### src/rtl/cnm_pkg.sv
// Constants and types for the clock network: dynamic global muxes,
// global line gating, local and interface-region clock selection.
// Assumes every clock source is sampled as a level on the one system clock.
// Contract
// - Eight dynamic global muxes, two per side
// - Select bus picks the active mux input
// - Input zero active after configuration
// - Local network takes 16 of pooled lines
// - Regional share eight top/bottom, otherwise four
// - Local fabric may drive local network
// - Fabric drives each cell clock enable
// - 80-row region, two 40-row local networks
// - Top/bottom interface: 14 global, 2 fabric
// - Left/right interface: four clocks, two fabric
// - Per-line glitch-free dynamic enable
// - Thirty-two balanced global lines
package cnm_pkg;
	// ****************************************
	// Global network and dynamic muxes
	// ****************************************
	localparam int NUM_SIDES = 4;
	localparam int MUXES_PER_SIDE = 2;
	localparam int NUM_DYN_MUX = NUM_SIDES * MUXES_PER_SIDE;
	localparam int DYN_INPUTS = 4;
	localparam int DYN_SEL_W = $clog2(DYN_INPUTS);
	localparam logic [DYN_SEL_W-1:0] DEFAULT_INPUT = 2'h0;
	localparam int GLOBAL_LINES = 32;
	localparam int GLB_W = $clog2(GLOBAL_LINES);
	localparam int STATIC_LINES = GLOBAL_LINES - NUM_DYN_MUX;
	// ****************************************
	// Local network sizes
	// ****************************************
	localparam int LOCAL_SLOTS = 16;
	localparam int REMOTE_LINES = 16;
	localparam int REGIONAL_TB = 8;
	localparam int REGIONAL_CORE = 4;
	localparam int POOL_SIZE = GLOBAL_LINES + REMOTE_LINES + REGIONAL_TB;
	localparam int POOL_W = $clog2(POOL_SIZE);
	localparam int REGION_ROWS = 80;
	localparam int LOCAL_ROWS = 40;
	localparam int ROW_W = $clog2(REGION_ROWS);
	// ****************************************
	// Interface regions
	// ****************************************
	localparam int IF_TB_GLOBAL = 14;
	localparam int IF_TB_FABRIC = 2;
	localparam int IF_TB_CLOCKS = IF_TB_GLOBAL + IF_TB_FABRIC;
	localparam int IF_LR_CLOCKS = 4;
	localparam int IF_LR_FABRIC = 2;
	localparam int LR_POOL = GLOBAL_LINES + REGIONAL_TB + IF_LR_FABRIC;
	localparam int LR_W = $clog2(LR_POOL);
	// Dynamic mux handover phases
	typedef enum logic [1:0] {MUX_RUN, MUX_DRAIN, MUX_ARM} cnm_mux_state_t;
endpackage

### src/rtl/cnm_mux_if.sv
// Link between the clock network top and one dynamic global mux.
// Assumes one system clock; sources are sampled levels.
`timescale 1ns/1ps
interface cnm_mux_if #(parameter int N = 4, parameter int SW = 2);
	logic [N-1:0] srcClk;
	logic [SW-1:0] sel;
	logic muxEn;
	logic clkOut;
	logic busy;
	logic [SW-1:0] activeSel;
	modport ctrl (output srcClk, sel, muxEn, input clkOut, busy, activeSel);
	modport mux (input srcClk, sel, muxEn, output clkOut, busy, activeSel);
endinterface

### src/rtl/cnm_clock_network.sv
// Clock network top: dynamic global muxes, gated global lines, one
// core-region local network, cell enables and interface-region clocks.
// Assumes all sources are levels synchronous to clock; static mux outputs
// arrive already chosen by configuration.
`timescale 1ns/1ps
module cnm_clock_network
	import cnm_pkg::*;
#(
	parameter int N_IN = DYN_INPUTS,
	parameter int SW = DYN_SEL_W,
	parameter bit TOP_BOTTOM = 1'b0
) (
	// Clock, reset, enable
	input wire logic clock,
	input wire logic rst_n,
	input wire logic ce,
	// Dynamic mux sources and control
	input wire logic [NUM_DYN_MUX-1:0][N_IN-1:0] dynSrc,
	input wire logic [NUM_DYN_MUX-1:0][SW-1:0] dynSel,
	input wire logic [NUM_DYN_MUX-1:0] dynEn,
	output logic [NUM_DYN_MUX-1:0] dynBusy,
	output logic [NUM_DYN_MUX-1:0][SW-1:0] dynActive,
	// Static sources and global line enables
	input wire logic [STATIC_LINES-1:0] staticSrc,
	input wire logic [GLOBAL_LINES-1:0] lineEn,
	output logic [GLOBAL_LINES-1:0] globalLine,
	// Local network of one core region
	input wire logic [REMOTE_LINES-1:0] remoteFabric,
	input wire logic [REGIONAL_TB-1:0] regional,
	input wire logic [LOCAL_SLOTS-1:0][POOL_W-1:0] localSel,
	input wire logic [LOCAL_SLOTS-1:0] localFabricUse,
	input wire logic [LOCAL_SLOTS-1:0] localFabricClk,
	output logic [LOCAL_SLOTS-1:0] localNet,
	// Logic cell clock enable
	input wire logic [ROW_W-1:0] cellRow,
	input wire logic cellCeFabric,
	output logic cellCe,
	output logic cellUpperNet,
	// Top and bottom interface region
	input wire logic [IF_TB_GLOBAL-1:0][GLB_W-1:0] ifTbSel,
	input wire logic [IF_TB_FABRIC-1:0] ifTbFabric,
	output logic [IF_TB_CLOCKS-1:0] ifTbClk,
	// Left and right interface region
	input wire logic [IF_LR_CLOCKS-1:0][LR_W-1:0] ifLrSel,
	input wire logic [IF_LR_FABRIC-1:0] ifLrFabric,
	output logic [IF_LR_CLOCKS-1:0] ifLrClk
);
	// ****************************************
	// Constants local to this module
	// ****************************************
	localparam int REG_COUNT = TOP_BOTTOM ? REGIONAL_TB : REGIONAL_CORE;
	localparam int REMOTE_BASE = GLOBAL_LINES;
	localparam int REG_BASE = GLOBAL_LINES + REMOTE_LINES;
	localparam int LR_REG_BASE = GLOBAL_LINES;
	localparam int LR_FAB_BASE = GLOBAL_LINES + REGIONAL_TB;
	localparam logic [ROW_W-1:0] HALF_ROW = ROW_W'(LOCAL_ROWS);

	// ****************************************
	// State
	// ****************************************
	typedef struct packed {
		logic [GLOBAL_LINES-1:0] gate;
		logic [GLOBAL_LINES-1:0] line;
		logic [LOCAL_SLOTS-1:0] local_;
		logic cellCe;
		logic cellUpper;
		logic [IF_TB_CLOCKS-1:0] tb;
		logic [IF_LR_CLOCKS-1:0] lr;
	} cnm_net_st_t;

	cnm_net_st_t s_q, s_d;

	// Ungated sources of every global line
	logic [GLOBAL_LINES-1:0] lineSrc;
	// Regional lines this region may actually see
	logic [REGIONAL_TB-1:0] regVisible;
	// Pool seen by the local network: global, remote fabric, regional
	logic [POOL_SIZE-1:0] pool;
	// Pool seen by side interface regions: global, regional, fabric
	logic [LR_POOL-1:0] lrPool;

	// ****************************************
	// Functions
	// ****************************************
	// Pick one pool line; an index past the pool reads low
	function automatic logic pickPool(input logic [POOL_SIZE-1:0] p,
		input logic [POOL_W-1:0] idx);
		logic r;
		r = 1'b0;
		if (int'(idx) < POOL_SIZE) begin
			r = p[idx];
		end
		return r;
	endfunction

	// Pick a side-region source; fabric only for the first slots
	function automatic logic pickSide(input logic [LR_POOL-1:0] p,
		input logic [LR_W-1:0] idx, input int slot);
		logic r;
		r = 1'b0;
		if (int'(idx) < LR_FAB_BASE) begin
			r = p[idx];
		end else if (int'(idx) < LR_POOL && slot < IF_LR_FABRIC) begin
			r = p[idx];
		end
		return r;
	endfunction

	// Which 40-row local network a cell row belongs to
	function automatic logic upperHalf(input logic [ROW_W-1:0] row);
		return row >= HALF_ROW;
	endfunction

	// ****************************************
	// Dynamic global muxes
	// ****************************************
	// Two muxes per side feed the first eight global lines
	genvar gm;
	generate
		for (gm = 0; gm < NUM_DYN_MUX; gm++) begin : g_dyn
			cnm_mux_if #(.N(N_IN), .SW(SW)) muxLink ();
			assign muxLink.srcClk = dynSrc[gm];
			assign muxLink.sel = dynSel[gm];
			assign muxLink.muxEn = dynEn[gm];
			assign lineSrc[gm] = muxLink.clkOut;
			assign dynBusy[gm] = muxLink.busy;
			assign dynActive[gm] = muxLink.activeSel;
			// The switch assumes old and new inputs keep toggling
			cnm_dyn_mux #(.N(N_IN), .SW(SW)) u_mux (
				.clock(clock),
				.rst_n(rst_n),
				.ce(ce),
				.link(muxLink.mux)
			);
		end
	endgenerate

	// Remaining lines come from the fixed static muxes
	assign lineSrc[GLOBAL_LINES-1:NUM_DYN_MUX] = staticSrc;

	// ****************************************
	// Source pools
	// ****************************************
	// Regional lines beyond this region's share are held low
	genvar gr;
	generate
		for (gr = 0; gr < REGIONAL_TB; gr++) begin : g_reg
			assign regVisible[gr] = (gr < REG_COUNT) ? regional[gr] : 1'b0;
		end
	endgenerate

	// Index ranges of each pool follow the base constants, so a
	// resized source group cannot silently shift its neighbours
	assign pool[REMOTE_BASE-1:0] = s_q.line;
	assign pool[REG_BASE-1:REMOTE_BASE] = remoteFabric;
	assign pool[POOL_SIZE-1:REG_BASE] = regVisible;
	assign lrPool[LR_REG_BASE-1:0] = s_q.line;
	assign lrPool[LR_FAB_BASE-1:LR_REG_BASE] = regVisible;
	assign lrPool[LR_POOL-1:LR_FAB_BASE] = ifLrFabric;

	// ****************************************
	// Next state
	// ****************************************
	always_comb begin
		s_d = s_q;
		// Line enables change only while the line's source is low, so the
		// tree never sees a shortened pulse; a late enable waits a phase
		for (int i = 0; i < GLOBAL_LINES; i++) begin
			if (!lineSrc[i]) begin
				s_d.gate[i] = lineEn[i];
			end
			s_d.line[i] = lineSrc[i] & s_q.gate[i];
		end
		// Local slots: fabric override or a pooled line
		for (int k = 0; k < LOCAL_SLOTS; k++) begin
			if (localFabricUse[k]) begin
				s_d.local_[k] = localFabricClk[k];
			end else begin
				s_d.local_[k] = pickPool(pool, localSel[k]);
			end
		end
		// Cell enable straight from fabric, per cell
		s_d.cellCe = cellCeFabric;
		s_d.cellUpper = upperHalf(cellRow);
		// Top/bottom interface: 14 global picks then 2 fabric
		for (int t = 0; t < IF_TB_GLOBAL; t++) begin
			s_d.tb[t] = s_q.line[ifTbSel[t]];
		end
		for (int f = 0; f < IF_TB_FABRIC; f++) begin
			s_d.tb[IF_TB_GLOBAL+f] = ifTbFabric[f];
		end
		// Left/right interface: four clocks, fabric only on two
		for (int l = 0; l < IF_LR_CLOCKS; l++) begin
			s_d.lr[l] = pickSide(lrPool, ifLrSel[l], l);
		end
	end

	// ****************************************
	// Registers
	// ****************************************
	// Reset stands for configuration done: all lines off until enabled
	always_ff @(posedge clock) begin
		if (!rst_n) begin
			s_q <= '0;
		end else if (ce) begin
			s_q <= s_d;
		end
	end

	// ****************************************
	// Outputs
	// ****************************************
	assign globalLine = s_q.line;
	assign localNet = s_q.local_;
	assign cellCe = s_q.cellCe;
	assign cellUpperNet = s_q.cellUpper;
	assign ifTbClk = s_q.tb;
	assign ifLrClk = s_q.lr;

endmodule

### src/rtl/cnm_dyn_mux.sv
// One run-time switchable global clock mux with glitch-free handover.
// Assumes the caller keeps both old and new inputs toggling while busy.
`timescale 1ns/1ps
module cnm_dyn_mux
	import cnm_pkg::*;
#(
	parameter int N = DYN_INPUTS,
	parameter int SW = DYN_SEL_W
) (
	// Clock and control
	input wire logic clock,
	input wire logic rst_n,
	input wire logic ce,
	// Link to the network top
	cnm_mux_if.mux link
);
	typedef struct packed {
		cnm_mux_state_t state;
		logic [SW-1:0] curSel;
		logic [SW-1:0] tgtSel;
		logic seenHigh;
		logic outClk;
	} cnm_mux_st_t;

	cnm_mux_st_t s_q, s_d;
	logic oldLvl, newLvl;

	assign oldLvl = link.srcClk[s_q.curSel];
	assign newLvl = link.srcClk[s_q.tgtSel];

	// ****************************************
	// Next state
	// ****************************************
	always_comb begin
		s_d = s_q;
		if (!link.muxEn) begin
			// Output idle, so the input can change at once
			s_d.outClk = 1'b0;
			s_d.curSel = link.sel;
			s_d.tgtSel = link.sel;
			s_d.state = MUX_RUN;
		end else begin
			unique case (s_q.state)
				MUX_RUN: begin
					s_d.outClk = oldLvl;
					if (link.sel != s_q.curSel) begin
						s_d.tgtSel = link.sel;
						s_d.state = MUX_DRAIN;
					end
				end
				MUX_DRAIN: begin
					// Let the high phase finish, never cut it short
					s_d.outClk = oldLvl;
					if (!oldLvl) begin
						s_d.seenHigh = 1'b0;
						s_d.state = MUX_ARM;
					end
				end
				MUX_ARM: begin
					// Held low until the new source shows a full high then low
					s_d.outClk = 1'b0;
					if (link.sel != s_q.tgtSel) begin
						s_d.tgtSel = link.sel;
						s_d.seenHigh = 1'b0;
					end else if (newLvl) begin
						s_d.seenHigh = 1'b1;
					end else if (s_q.seenHigh) begin
						s_d.curSel = s_q.tgtSel;
						s_d.state = MUX_RUN;
					end
				end
			endcase
		end
	end

	// Register, frozen while ce is low
	always_ff @(posedge clock) begin
		if (!rst_n) begin
			s_q <= '{state: MUX_RUN, curSel: DEFAULT_INPUT, tgtSel: DEFAULT_INPUT,
				seenHigh: 1'b0, outClk: 1'b0};
		end else if (ce) begin
			s_q <= s_d;
		end
	end

	assign link.clkOut = s_q.outClk;
	assign link.busy = (s_q.state != MUX_RUN);
	assign link.activeSel = s_q.curSel;
endmodule

### config.mk
export PLATFORM = sky130hd
export DESIGN_NAME = cnm_clock_network
export DESIGN_NICKNAME = d
export VERILOG_FILES = /design/src/rtl/cnm_pkg.sv /design/src/rtl/cnm_mux_if.sv /design/src/rtl/cnm_clock_network.sv /design/src/rtl/cnm_dyn_mux.sv
export SDC_FILE = /design/constraint.sdc
export NUM_CORES = 1
export LEC_CHECK = 0
export ABC_CLOCK_PERIOD_IN_PS = 2000
export BUFFER_PORTS_ARGS = -buffer_cell sky130_fd_sc_hd__buf_2
export CAP_MARGIN = 30
export CORE_ASPECT_RATIO = 1.75
export CORE_UTILIZATION = 57
export DETAILED_ROUTE_END_ITERATION = 12
export MAX_ROUTING_LAYER = met4
export PLACE_DENSITY = 0.83
export SLEW_MARGIN = 20
export SYNTH_ARGS = -nofsm -noshare
export SYNTH_HDL_FRONTEND = slang
export SYNTH_HIERARCHICAL = 1
export SYNTH_SLANG_ARGS = --single-unit
### constraint.sdc
create_clock -name clock -period 2 [get_ports clock]
set_input_delay 0.1 -clock clock [delete_from_list [all_inputs] [get_ports clock]]
set_output_delay 0.1 -clock clock [all_outputs]
set_load 0.01 [all_outputs]
# ---- After elaboration in Yosys (flattened, before gate mapping)
# Index checks and enable logic that the tools add are counted.
dict set report word_totals {
  register_bits 166
  in_bits 373
  wordCells 721
  output_inout_bits 94
}
dict set report classes {
  mux 274
  magnitude_cmp 73
  bitwise 64
  n_eq_ne 136
  reduce_logical 96
}
# cell count
set ops {}
lappend ops {{$lt 6x7->1 const B} 20}
lappend ops {{$lt 6x6->1 const B} 22}
lappend ops {{$bmux 1 s6} 20}
lappend ops {{$mux 1} 120}
lappend ops {{$mux 4} 24}
lappend ops {{$lt 5x6->1 const B} 14}
lappend ops {{$mux 2} 40}
lappend ops {{$reduce_and 5->1} 16}
lappend ops {{$ne 3x2->1 const B} 24}
lappend ops {{$ne 3x3->1 const B} 24}
lappend ops {{$bmux 1 s5} 14}
lappend ops {{$reduce_and 2->1} 32}
lappend ops {{$lt 2x3->1 const B} 16}
lappend ops {{$mux 6} 8}
lappend ops {{$ne 2x2->1 const B} 24}
lappend ops {{$ne 3x1->1 const B} 16}
lappend ops {{$pmux 2 s3} 8}
lappend ops {{$reduce_and 6->1} 8}
lappend ops {{$and 1x1->1} 32}
lappend ops {{$bmux 1 s2} 16}
lappend ops {{$ne 2x1->1 const B} 16}
lappend ops {{$ne 2x2->1} 16}
lappend ops {{$not 1->1} 32}
lappend ops {{$pmux 1 s2} 16}
lappend ops {{other kinds (8)} 65}

# ---- Depth between registers and ports, before layout
# Gate-level depths: netlist of the first run.
dict set report logic_depth {
  ltp_word 6
  mapped_depth 7
  depth_no_buf 6
}

# ---- Hierarchy
# The synthesis of the first run kept the hierarchy.
# mod instances cells_per_inst area_per_inst_um2 seq_area_each_um2
set modules_own_cells {}
lappend modules_own_cells {cnm_clock_network 1 1467 16517.1 2042.0}
lappend modules_own_cells {cnm_dyn_mux 8 67 614.3 160.2}

# ---- Worst setup path before layout of the first run
# No wires, ideal clock.
dict set report synth_path {
  kind {register -> register}
  start {register s_q, in the netlist globalLine[31]}
  end {register s_q, in the netlist ifLrClk[0]}
  arrival_time_ps 1677
  t_required_ps 1878
  path_slack_ps 201
  path_stages_with_launch 6
  synth_period_minus_slack_ps 1799
  setup_time_ps 122
  path_buffers 0
  cell_sequence {dfxtp_1 > mux4_2 > mux4_2 > mux2i_1 > nor3_1 > a221o_1}
}
dict set report synth_between {
  elab_chain_cells 4
}
# item line
set synth_lines {}
lappend synth_lines {{from (decl)} cnm_clock_network.sv:71} ;# cnm_net_st_t s_q, s_d;
lappend synth_lines {{from (signal assigned)} cnm_clock_network.sv:204} ;# s_q <= '0;
lappend synth_lines {{from (signal assigned)} cnm_clock_network.sv:206} ;# s_q <= s_d;
lappend synth_lines {{$bmux 1 s6 *} {cnm_clock_network.sv:102, cnm_clock_network.sv:104}}
lappend synth_lines {{$mux 1 (not written as such) *} {cnm_clock_network.sv:102, cnm_clock_network.sv:104}}
lappend synth_lines {{$mux 1} cnm_clock_network.sv:103} ;# end else if (int'(idx) < LR_POOL && slot < IF_LR_FABRIC) begin
lappend synth_lines {{$mux 1 *} cnm_clock_network.sv:101} ;# if (int'(idx) < LR_FAB_BASE) begin
# Every way passes the cells marked *; elsewhere a longest branch is shown, timed or not. The select of a mux whose other input is x is not followed.
# A chain may end at the register's enable or synchronous reset.

# ---- Worst setup path in the final report of the first run
dict set report layout_path {
  start {register s_q, in the netlist globalLine[17]}
  end {register s_q, in the netlist localNet[1]}
}
dict set report layout_between {
  elab_chain_cells 4
}
# item line
set layout_lines {}
lappend layout_lines {{$bmux 1 s6} cnm_clock_network.sv:91} ;# r = p[idx];
lappend layout_lines {{$mux 1 (not written as such)} cnm_clock_network.sv:91}
lappend layout_lines {{$mux 1} cnm_clock_network.sv:90} ;# if (int'(idx) < POOL_SIZE) begin
lappend layout_lines {{$mux 1} cnm_clock_network.sv:176} ;# if (localFabricUse[k]) begin
# No other way between the ends. The select of a mux whose other input is x is not followed.

==> impl_results.md, run 1 <==
- R2R Path End: localNet[1]
- Metal3 WL: 13.7 mm
- Post-synth EDFFs: 0
- Setup slack after layout: -0.0567 ns
- Total CTS buffers: 17
- Top_reg_cell synth: dfxtp_1
- Initial antenna violation count: 15
- Worst Path Arrival: 2.41 ns
- Global Route Usage Sum: 51.3%
- Routability-driven placement congestion ratio: 1.02
- Skew-Pair Late Insertion Delay: 0.47 ns
- Syn Area/Cell: 10.7 sq um
- Hold path endpoint: globalLine[10]
- Pre-CTS setup slack: -0.107 ns
- Bufs on Longest Clock Path: 2
- PwrDens: 420 nW/um^2
- Sw Ratio: 35.4%
- Fin crit period: 2.06 ns
- Total chip power: 11400 uW
- R2R cell count: 6
- Routed wire length: 94.7 mm
- Fmax: 486 MHz
- Highest metal layer with signal wires: met4
- Die height: 259 um
- Sw Pwr: 4020 uW
- Critical Path RT: 2.36 ns
- Most frequent cell after synthesis: mux4_2
- RSZ-0062 raised after global routing: true
- Grt ovf: 0
- Syn nets: 2408
- WS Path Type: reg2reg
- Worst hold path depth: 3
- #FFs+latches synth: 166
- Fillers: 2343
- Vias in the first global route: 23346
- Finished layout cell area: 27100 sq um
- Leakage Power: 0.0107 uW
- Synth top area share: 42.2%
- Worst slew pin tran: 0.742 ns
- Final hold vios: 0
- Wirelength per Cell: 31.7 um
- Share of cells above drive strength 1: 47.3%
- DP HPWL: 60.9 mm
- Final Slew Violations: 0
- Area after DPL: 24100 sq um
- Remaining DRCs: 0
- Ranking of synthesized cells by area: mux4_2 (42%), dfxtp_1 (16%), mux2i_1 (6.1%), buf_4 (3.5%), clkbuf_1 (3.5%)
- Largest net degree at the start of global routing: 98
- TritonRoute pass-1 iters: 8
- Most frequent cells after synthesis: mux4_2 (402), clkbuf_1 (197), dfxtp_1 (166)
- Reg clk slew, reported paths: 0.09 ns
- Reg area: 3430 sq um
- DR WL met2: 44.0 mm
- Period utilization: 103%
- CTS tree: done
- Clock root cell: clkbuf_16
- Hold crit path type: in2reg
- Distinct cell type count after synthesis: 59
- Max FO, Critical Path: 7
- Worst setup EP type: flop
- H-tree depth: 4
- Cell taking the most area after synthesis: mux4_2
- DR vias/cell: 7.66
- M1 wire length: 26.9 mm
- Port Buf Inserts: 459
- R2R Path Start: globalLine[17]
- CTS sink count: 166
- Worst hold start: staticSrc[2]
- Via count: 22884
- Status: complete, but fails checks
- Initial drt markers: 3158
- Final setup viols: 6
- Yosys warns: 6
- Nets@finish: 2885
- Setup TNS: -0.160 ns
- Startpoint types: flop
- Final core occ: 73.5%
- Horiz. Die Dim: 149 um
- Top Ports: 467
- Sequential Power Share: 32.0%
- Slew HR: 50.5%
- Post-synthesis instance total: 2003
- Post-route ant nets: 0
- Initial Util: 58.1%
- Clock power frac: 33.6%
- Cell Area, Synth: 21400 sq um
- Violated checks: setup timing
- Core Footprint: 36900 sq um
- Int Power: 7350 uW
- First-pass GRT wire length: 141 mm
- Peak VDD IR: 604 uV
- Area grow syn2layout: 26.5%
- Sequential-to-total area share from yosys stat: 15.5%
- Skew final: 0.0237 ns
- Gate power share: 34.4%
- Reg2reg setup slack: -0.06 ns
- Max-cap violations: 0
- Fraction of registers with async set or reset after synthesis: 0%
- Num rows: 93
- Die ar.: 38400 sq um
- Multi-input gate area: 16200 sq um
metal layers:
| layer | vias up | track usage (%) |
|---|---|---|
| met5 | - | - |
| met2 | 2505 | 77.2 |
| met3 | 814 | 18.4 |
| met4 | 0 | 42.7 |
| met1 | 10766 | 53.3 |
| li1 | 8799 | - |
worst max-delay path, cell delays in order, from the launching register on:
cell and delay, ns:
dfxtp_4 0.43, buf_6 0.18, mux4_2 0.46, mux4_2 0.49, nor4bb_1 0.16, o221ai_1 0.15
o41ai_1 0.10
cells in the final DEF (no fill, tap or decap), types with 25 or more instances in the layout:
cell           Yosys  layout
buf_2             30     457
mux4_2           402     402
dlygate4sd3_1      0     169
nand2_1          146     145
a21oi_1          143     141
dfxtp_1          166     132
buf_4            101     130
mux2i_1          130     118
nand3_1           73      73
o21ai_0           70      69
inv_1             68      67
nand3b_1          45      45
buf_12             0      33
nor2_1            32      32
ha_1              32      32
nor2b_1           26      26
dfxtp_4            0      26
a211oi_1          26      25
power groups by stage:
stage / clock (uW) / sequential [uW] / combinational [uW]
finish: 3830 / 3640 / 3910
global route: 3950 / 3650 / 4080
CTS: 3800 / 3620 / 3650
detailed placement: 0 / 3720 / 3390
global placement: 0 / 3710 / 3300
floorplan: 0 / 3650 / 2270
cells by family after synthesis:
family | count (synthesis) | synth area share [%]
xor gates and xnor gates | 32 | 1.31
buffers and inverters | 431 | 9.91
AOI/OAI and AO/OA | 386 | 11.8
muxes | 550 | 49.7
adders and majority gates | 32 | 1.87
DFF | 166 | 15.5
and+or+nand+nor | 406 | 9.90
state kept, by name (all words and copies together), names as in the netlist:
name	cells
globalLine	32
ifLrClk	4
localNet	16
g_dyn.u_mux/link.clkOut	8
ifTbClk	16
cellCe	1
g_dyn.u_mux/s_q	40
g_dyn.u_mux/link.activeSel	16
s_q	32
cellUpperNet	1
metrics by stage:
| stage | hold WS, ns | cells |
|---|---|---|
| floorplan | 0.204 | 2003 |
| global placement | 0.317 | 2742 |
| detailed placement | 0.335 | 2742 |
| CTS | 0.000487 | 2952 |
| global route | 0.0273 | 2983 |
| finish | 0.0214 | 2988 |
timing repair:
| item | in CTS | in global routing |
|---|---|---|
| resized for setup | 30 | 76 |
| pin swaps | 1 | 18 |
| hold endpoints to repair | 104 | 1 |
| cloned | 0 | 3 |
| hold buffers | 168 | 1 |
| buffers inserted | 12 | 11 |
| setup endpoints to repair | 19 | 35 |
area by class of cell:
type / count / share of cell area, %
Inverter: 72 / 1.00
Sequential cell: 166 / 12.7
Clock buffer: 17 / 1.57
Tap cell: 475 / 2.19
Multi-Input combinational cell: 1406 / 59.6
Antenna cell: 21 / 0.194
Timing Repair Buffer: 817 / 22.0
Clock inverter: 14 / 0.812
worst max-delay path by stage:
stage | startpoint | to | slack, ns | cells past startpoint
floorplan | globalLine[31] | ifLrClk[0] | 0.20 | 5
finish | globalLine[17] | localNet[1] | -0.06 | 6
global route | globalLine[17] | localNet[1] | -0.09 | 6
CTS | globalLine[17] | localNet[1] | -0.01 | 6
detailed placement | globalLine[2] | localNet[9] | -0.11 | 6
global placement | globalLine[23] | localNet[8] | -0.05 | 6
Power figures use the tool's default switching activity.
==> run 2: changes to the inputs <==
--- a/config.mk
+++ b/config.mk
@@ -5,14 +5,14 @@
 export SDC_FILE = /design/constraint.sdc
 export NUM_CORES = 1
 export LEC_CHECK = 0
-export ABC_CLOCK_PERIOD_IN_PS = 2000
+export ABC_CLOCK_PERIOD_IN_PS = 1800
 export BUFFER_PORTS_ARGS = -buffer_cell sky130_fd_sc_hd__buf_2
 export CAP_MARGIN = 30
 export CORE_ASPECT_RATIO = 1.75
-export CORE_UTILIZATION = 57
+export CORE_UTILIZATION = 52
 export DETAILED_ROUTE_END_ITERATION = 12
 export MAX_ROUTING_LAYER = met4
-export PLACE_DENSITY = 0.83
+export PLACE_DENSITY = 0.8
 export SLEW_MARGIN = 20
 export SYNTH_ARGS = -nofsm -noshare
 export SYNTH_HDL_FRONTEND = slang
==> constraint.sdc (replaced) <==
create_clock -name clock -period 1.8 [get_ports clock]
set_input_delay 0.09 -clock clock [delete_from_list [all_inputs] [get_ports clock]]
set_output_delay 0.09 -clock clock [all_outputs]
set_load 0.01 [all_outputs]
==> run 2 against run 1 <==
Effect of this change: the flow still finishes with violations (setup timing); sequential cell count is the same; combinational power increased by 17%; register-to-register slack worse by 0.20 ns; clock skew down 0.0073 ns; first-iteration DRC count decreased by 3.3%; final area grew 4.0%; via count grew 1.1%; critical endpoint is now ifLrClk[3]; largest cell class unchanged.
==> impl_results.md, run 2 (synthesis results as in run 1) <==
- DR vias/cell: 7.44 (-2.9%)
- R2R cell count: 8 (+2)
- Vias in the first global route: 23548 (+0.87%)
- Final hold vios: 0 (unchanged)
- Leakage Power: 0.0111 uW (+4.1%)
- Worst hold start: ce
- Initial drt markers: 3054 (-3.3%)
- Worst hold path depth: 3 (unchanged)
- Largest reg by FF count: g_dyn.u_mux/s_q
- Hold path endpoint: globalLine[6]
- Grt ovf: 0 (unchanged)
- Setup TNS: -4.80 ns (-4.64 ns)
- RSZ-0062 raised after global routing: true
- Core Footprint: 40700 sq um (+10%)
- R2R Path Start: globalLine[6]
- TritonRoute pass-1 iters: 8 (unchanged)
- Initial Util: 52.6% (-5.5 points)
- Crit-path slowest cell: mux4_2
- Final setup viols: 36 (+30)
- Hold crit path type: in2reg
- Routability-driven placement congestion ratio: 1.02 (-0.42%)
- Fin crit period: 2.05 ns (-0.00278 ns)
- Horiz. Die Dim: 155 um (+4.6%)
- Fillers: 2795 (+19%)
- Largest stage delay, worst path: 0.47 ns (-0.02 ns)
- CP cell instances: buf_6 -> clkbuf_16 -> buf_4 -> mux4_2 -> mux2i_2 -> a311oi_1 -> o31ai_2 -> o22ai_1
- Slew HR: 47.8% (-2.7 points)
- Critical Path RT: 2.15 ns (-0.21 ns)
- Commonest non-fill, non-tap cell in the layout: buf_2
- Top Ports: 467 (unchanged)
- Skew final: 0.0164 ns (-0.00734 ns)
- Final Slew Violations: 0 (unchanged)
- Clock root cell: clkbuf_16
- PwrDens: 452 nW/um^2 (+7.7%)
- Global Route Usage Sum: 47.6% (-3.6 points)
- Remaining DRCs: 0 (unchanged)
- Reg2reg setup slack: -0.25 ns (-0.20 ns)
- Violated checks: setup timing
- Skew-Pair Late Insertion Delay: 0.47 ns (about the same)
- Total CTS buffers: 17 (unchanged)
- Max-cap violations: 0 (unchanged)
- WS Path Type: reg2reg
- Max FFs per register: 40 (unchanged)
- Die height: 271 um (+4.7%)
- Placed cell count: 2854 (+4.1%)
- Multi-input gate area: 16400 sq um (+1.6%)
- Reg area: 3450 sq um (+0.62%)
- Die ar.: 42100 sq um (+9.5%)
- Post-route ant nets: 0 (unchanged)
- CTS sink count: 166 (unchanged)
- Reg clk slew, reported paths: 0.09 ns (about the same)
- R2R Path End: ifLrClk[3]
- First-pass GRT wire length: 143 mm (+2.0%)
- Port Buf Inserts: 459 (unchanged)
- Share of cells above drive strength 1: 50.1% (+2.8 points)
- Worst Path Arrival: 2.41 ns (about the same)
- Non-filler instance count after layout: 3109 (+4.0%)
- Initial antenna violation count: 16 (+1)
- Pre-CTS setup slack: -0.416 ns (-0.308 ns)
- Setup slack after layout: -0.254 ns (-0.197 ns)
- Fmax: 487 MHz (+0.14%)
- Bufs on Longest Clock Path: 2 (unchanged)
- Peak VDD IR: 588 uV (-2.7%)
- Wirelength per Cell: 31.4 um (-0.94%)
- Worst slew pin tran: 0.783 ns (+0.0410 ns)
- Routed wire length: 97.6 mm (+3.1%)
- Hold WS: 0.00314 ns (-0.0182 ns)
- Startpoint types: flop
- Via count: 23128 (+1.1%)
- Final core occ: 69.2% (-4.2 points)
- Most frequent cells in the layout: buf_2 (457), mux4_2 (402), dlygate4sd3_1 (168)
- Largest net degree at the start of global routing: 74 (-24%)
- Area grow syn2layout: 31.5%
- Period utilization: 114% (+11 points)
- Max FO, Critical Path: 7 (unchanged)
- DP HPWL: 64.4 mm (+5.8%)
- Worst setup EP type: flop
- Num rows: 98 (+5.4%)
- Nets@finish: 2933 (+1.7%)
- Status: complete, but fails checks
- H-tree depth: 4 (unchanged)
- CTS tree: done
-- run 2: cell types whose count changed in the layout (fill, tap and decap cells not counted), moves of 6 or more --
cell and change:
buf_12 +24, a21oi_2 +10, a21oi_1 -10, buf_8 +6
buf_4 +16, dfxtp_4 +6, mux2i_2 +6
-- run 2: worst max path at each step --
stage                     cells past startpoint           end  slack, ns      startpoint
after floorplan                               5    ifLrClk[0]      0.001  globalLine[31]
after global placement                        7  localNet[10]      -0.39   globalLine[4]
after detailed placement                      7  localNet[10]      -0.42   globalLine[4]
after CTS                                     5    ifLrClk[1]      -0.17  globalLine[15]
after global routing                          6  localNet[10]      -0.36   globalLine[9]
final                                         8    ifLrClk[3]      -0.25   globalLine[6]
-- run 2: layer usage --
| layer | up-vias | track usage, % | wire length (um) |
|---|---|---|---|
| met3 | 829 | 17.3 | 13300 |
| met5 | - | - | 0 |
| met1 | 10971 | 48.0 | 28300 |
| met4 | 0 | 39.3 | 10100 |
| met2 | 2429 | 73.4 | 45800 |
| li1 | 8899 | - | - |
-- run 2: what timing repair did --
action | in CTS | in global routing
hold buffers | 183 | 1
endpoints found under the setup margin | 37 | 71
cloned | 0 | 2
gates resized for setup | 114 | 106
pin swaps | 20 | 31
endpoints found under the hold margin | 113 | 1
setup buffers | 21 | 20
-- run 2: area by class of cell --
| class | instances | area share, % |
|---|---|---|
| well taps | 550 | 2.44 |
| clock inverters | 15 | 0.719 |
| multi-input cells | 1406 | 58.2 |
| diodes | 18 | 0.160 |
| inverters | 72 | 0.959 |
| flip-flops and latches | 166 | 12.2 |
| clock buffers | 17 | 1.51 |
| repair buffers | 865 | 23.8 |
-- run 2: worst max-delay path: cells and delay by family, from the launching register on --
| family | cells | cell delay, ns |
|---|---|---|
| buffers and inverters | 3 | 0.40 |
| muxes | 2 | 0.80 |
| DFF | 1 | 0.39 |
| AOI/OAI and AO/OA | 3 | 0.36 |
-- run 2: through the flow --
stage | power [uW] | instance area, sq um
6_report | 12700 | 28200
5_1_grt | 13100 | 28200
4_1_cts | 12400 | 27700
3_5_place_dp | 8030 | 24700
3_3_place_gp | 7900 | 24700
2_1_floorplan | 6570 | 21400
-- run 2: power by group --
group          internal, uW  switching (uW)
Sequential             3810             206
Combinational          2230            2360
Clock                  2040            2100
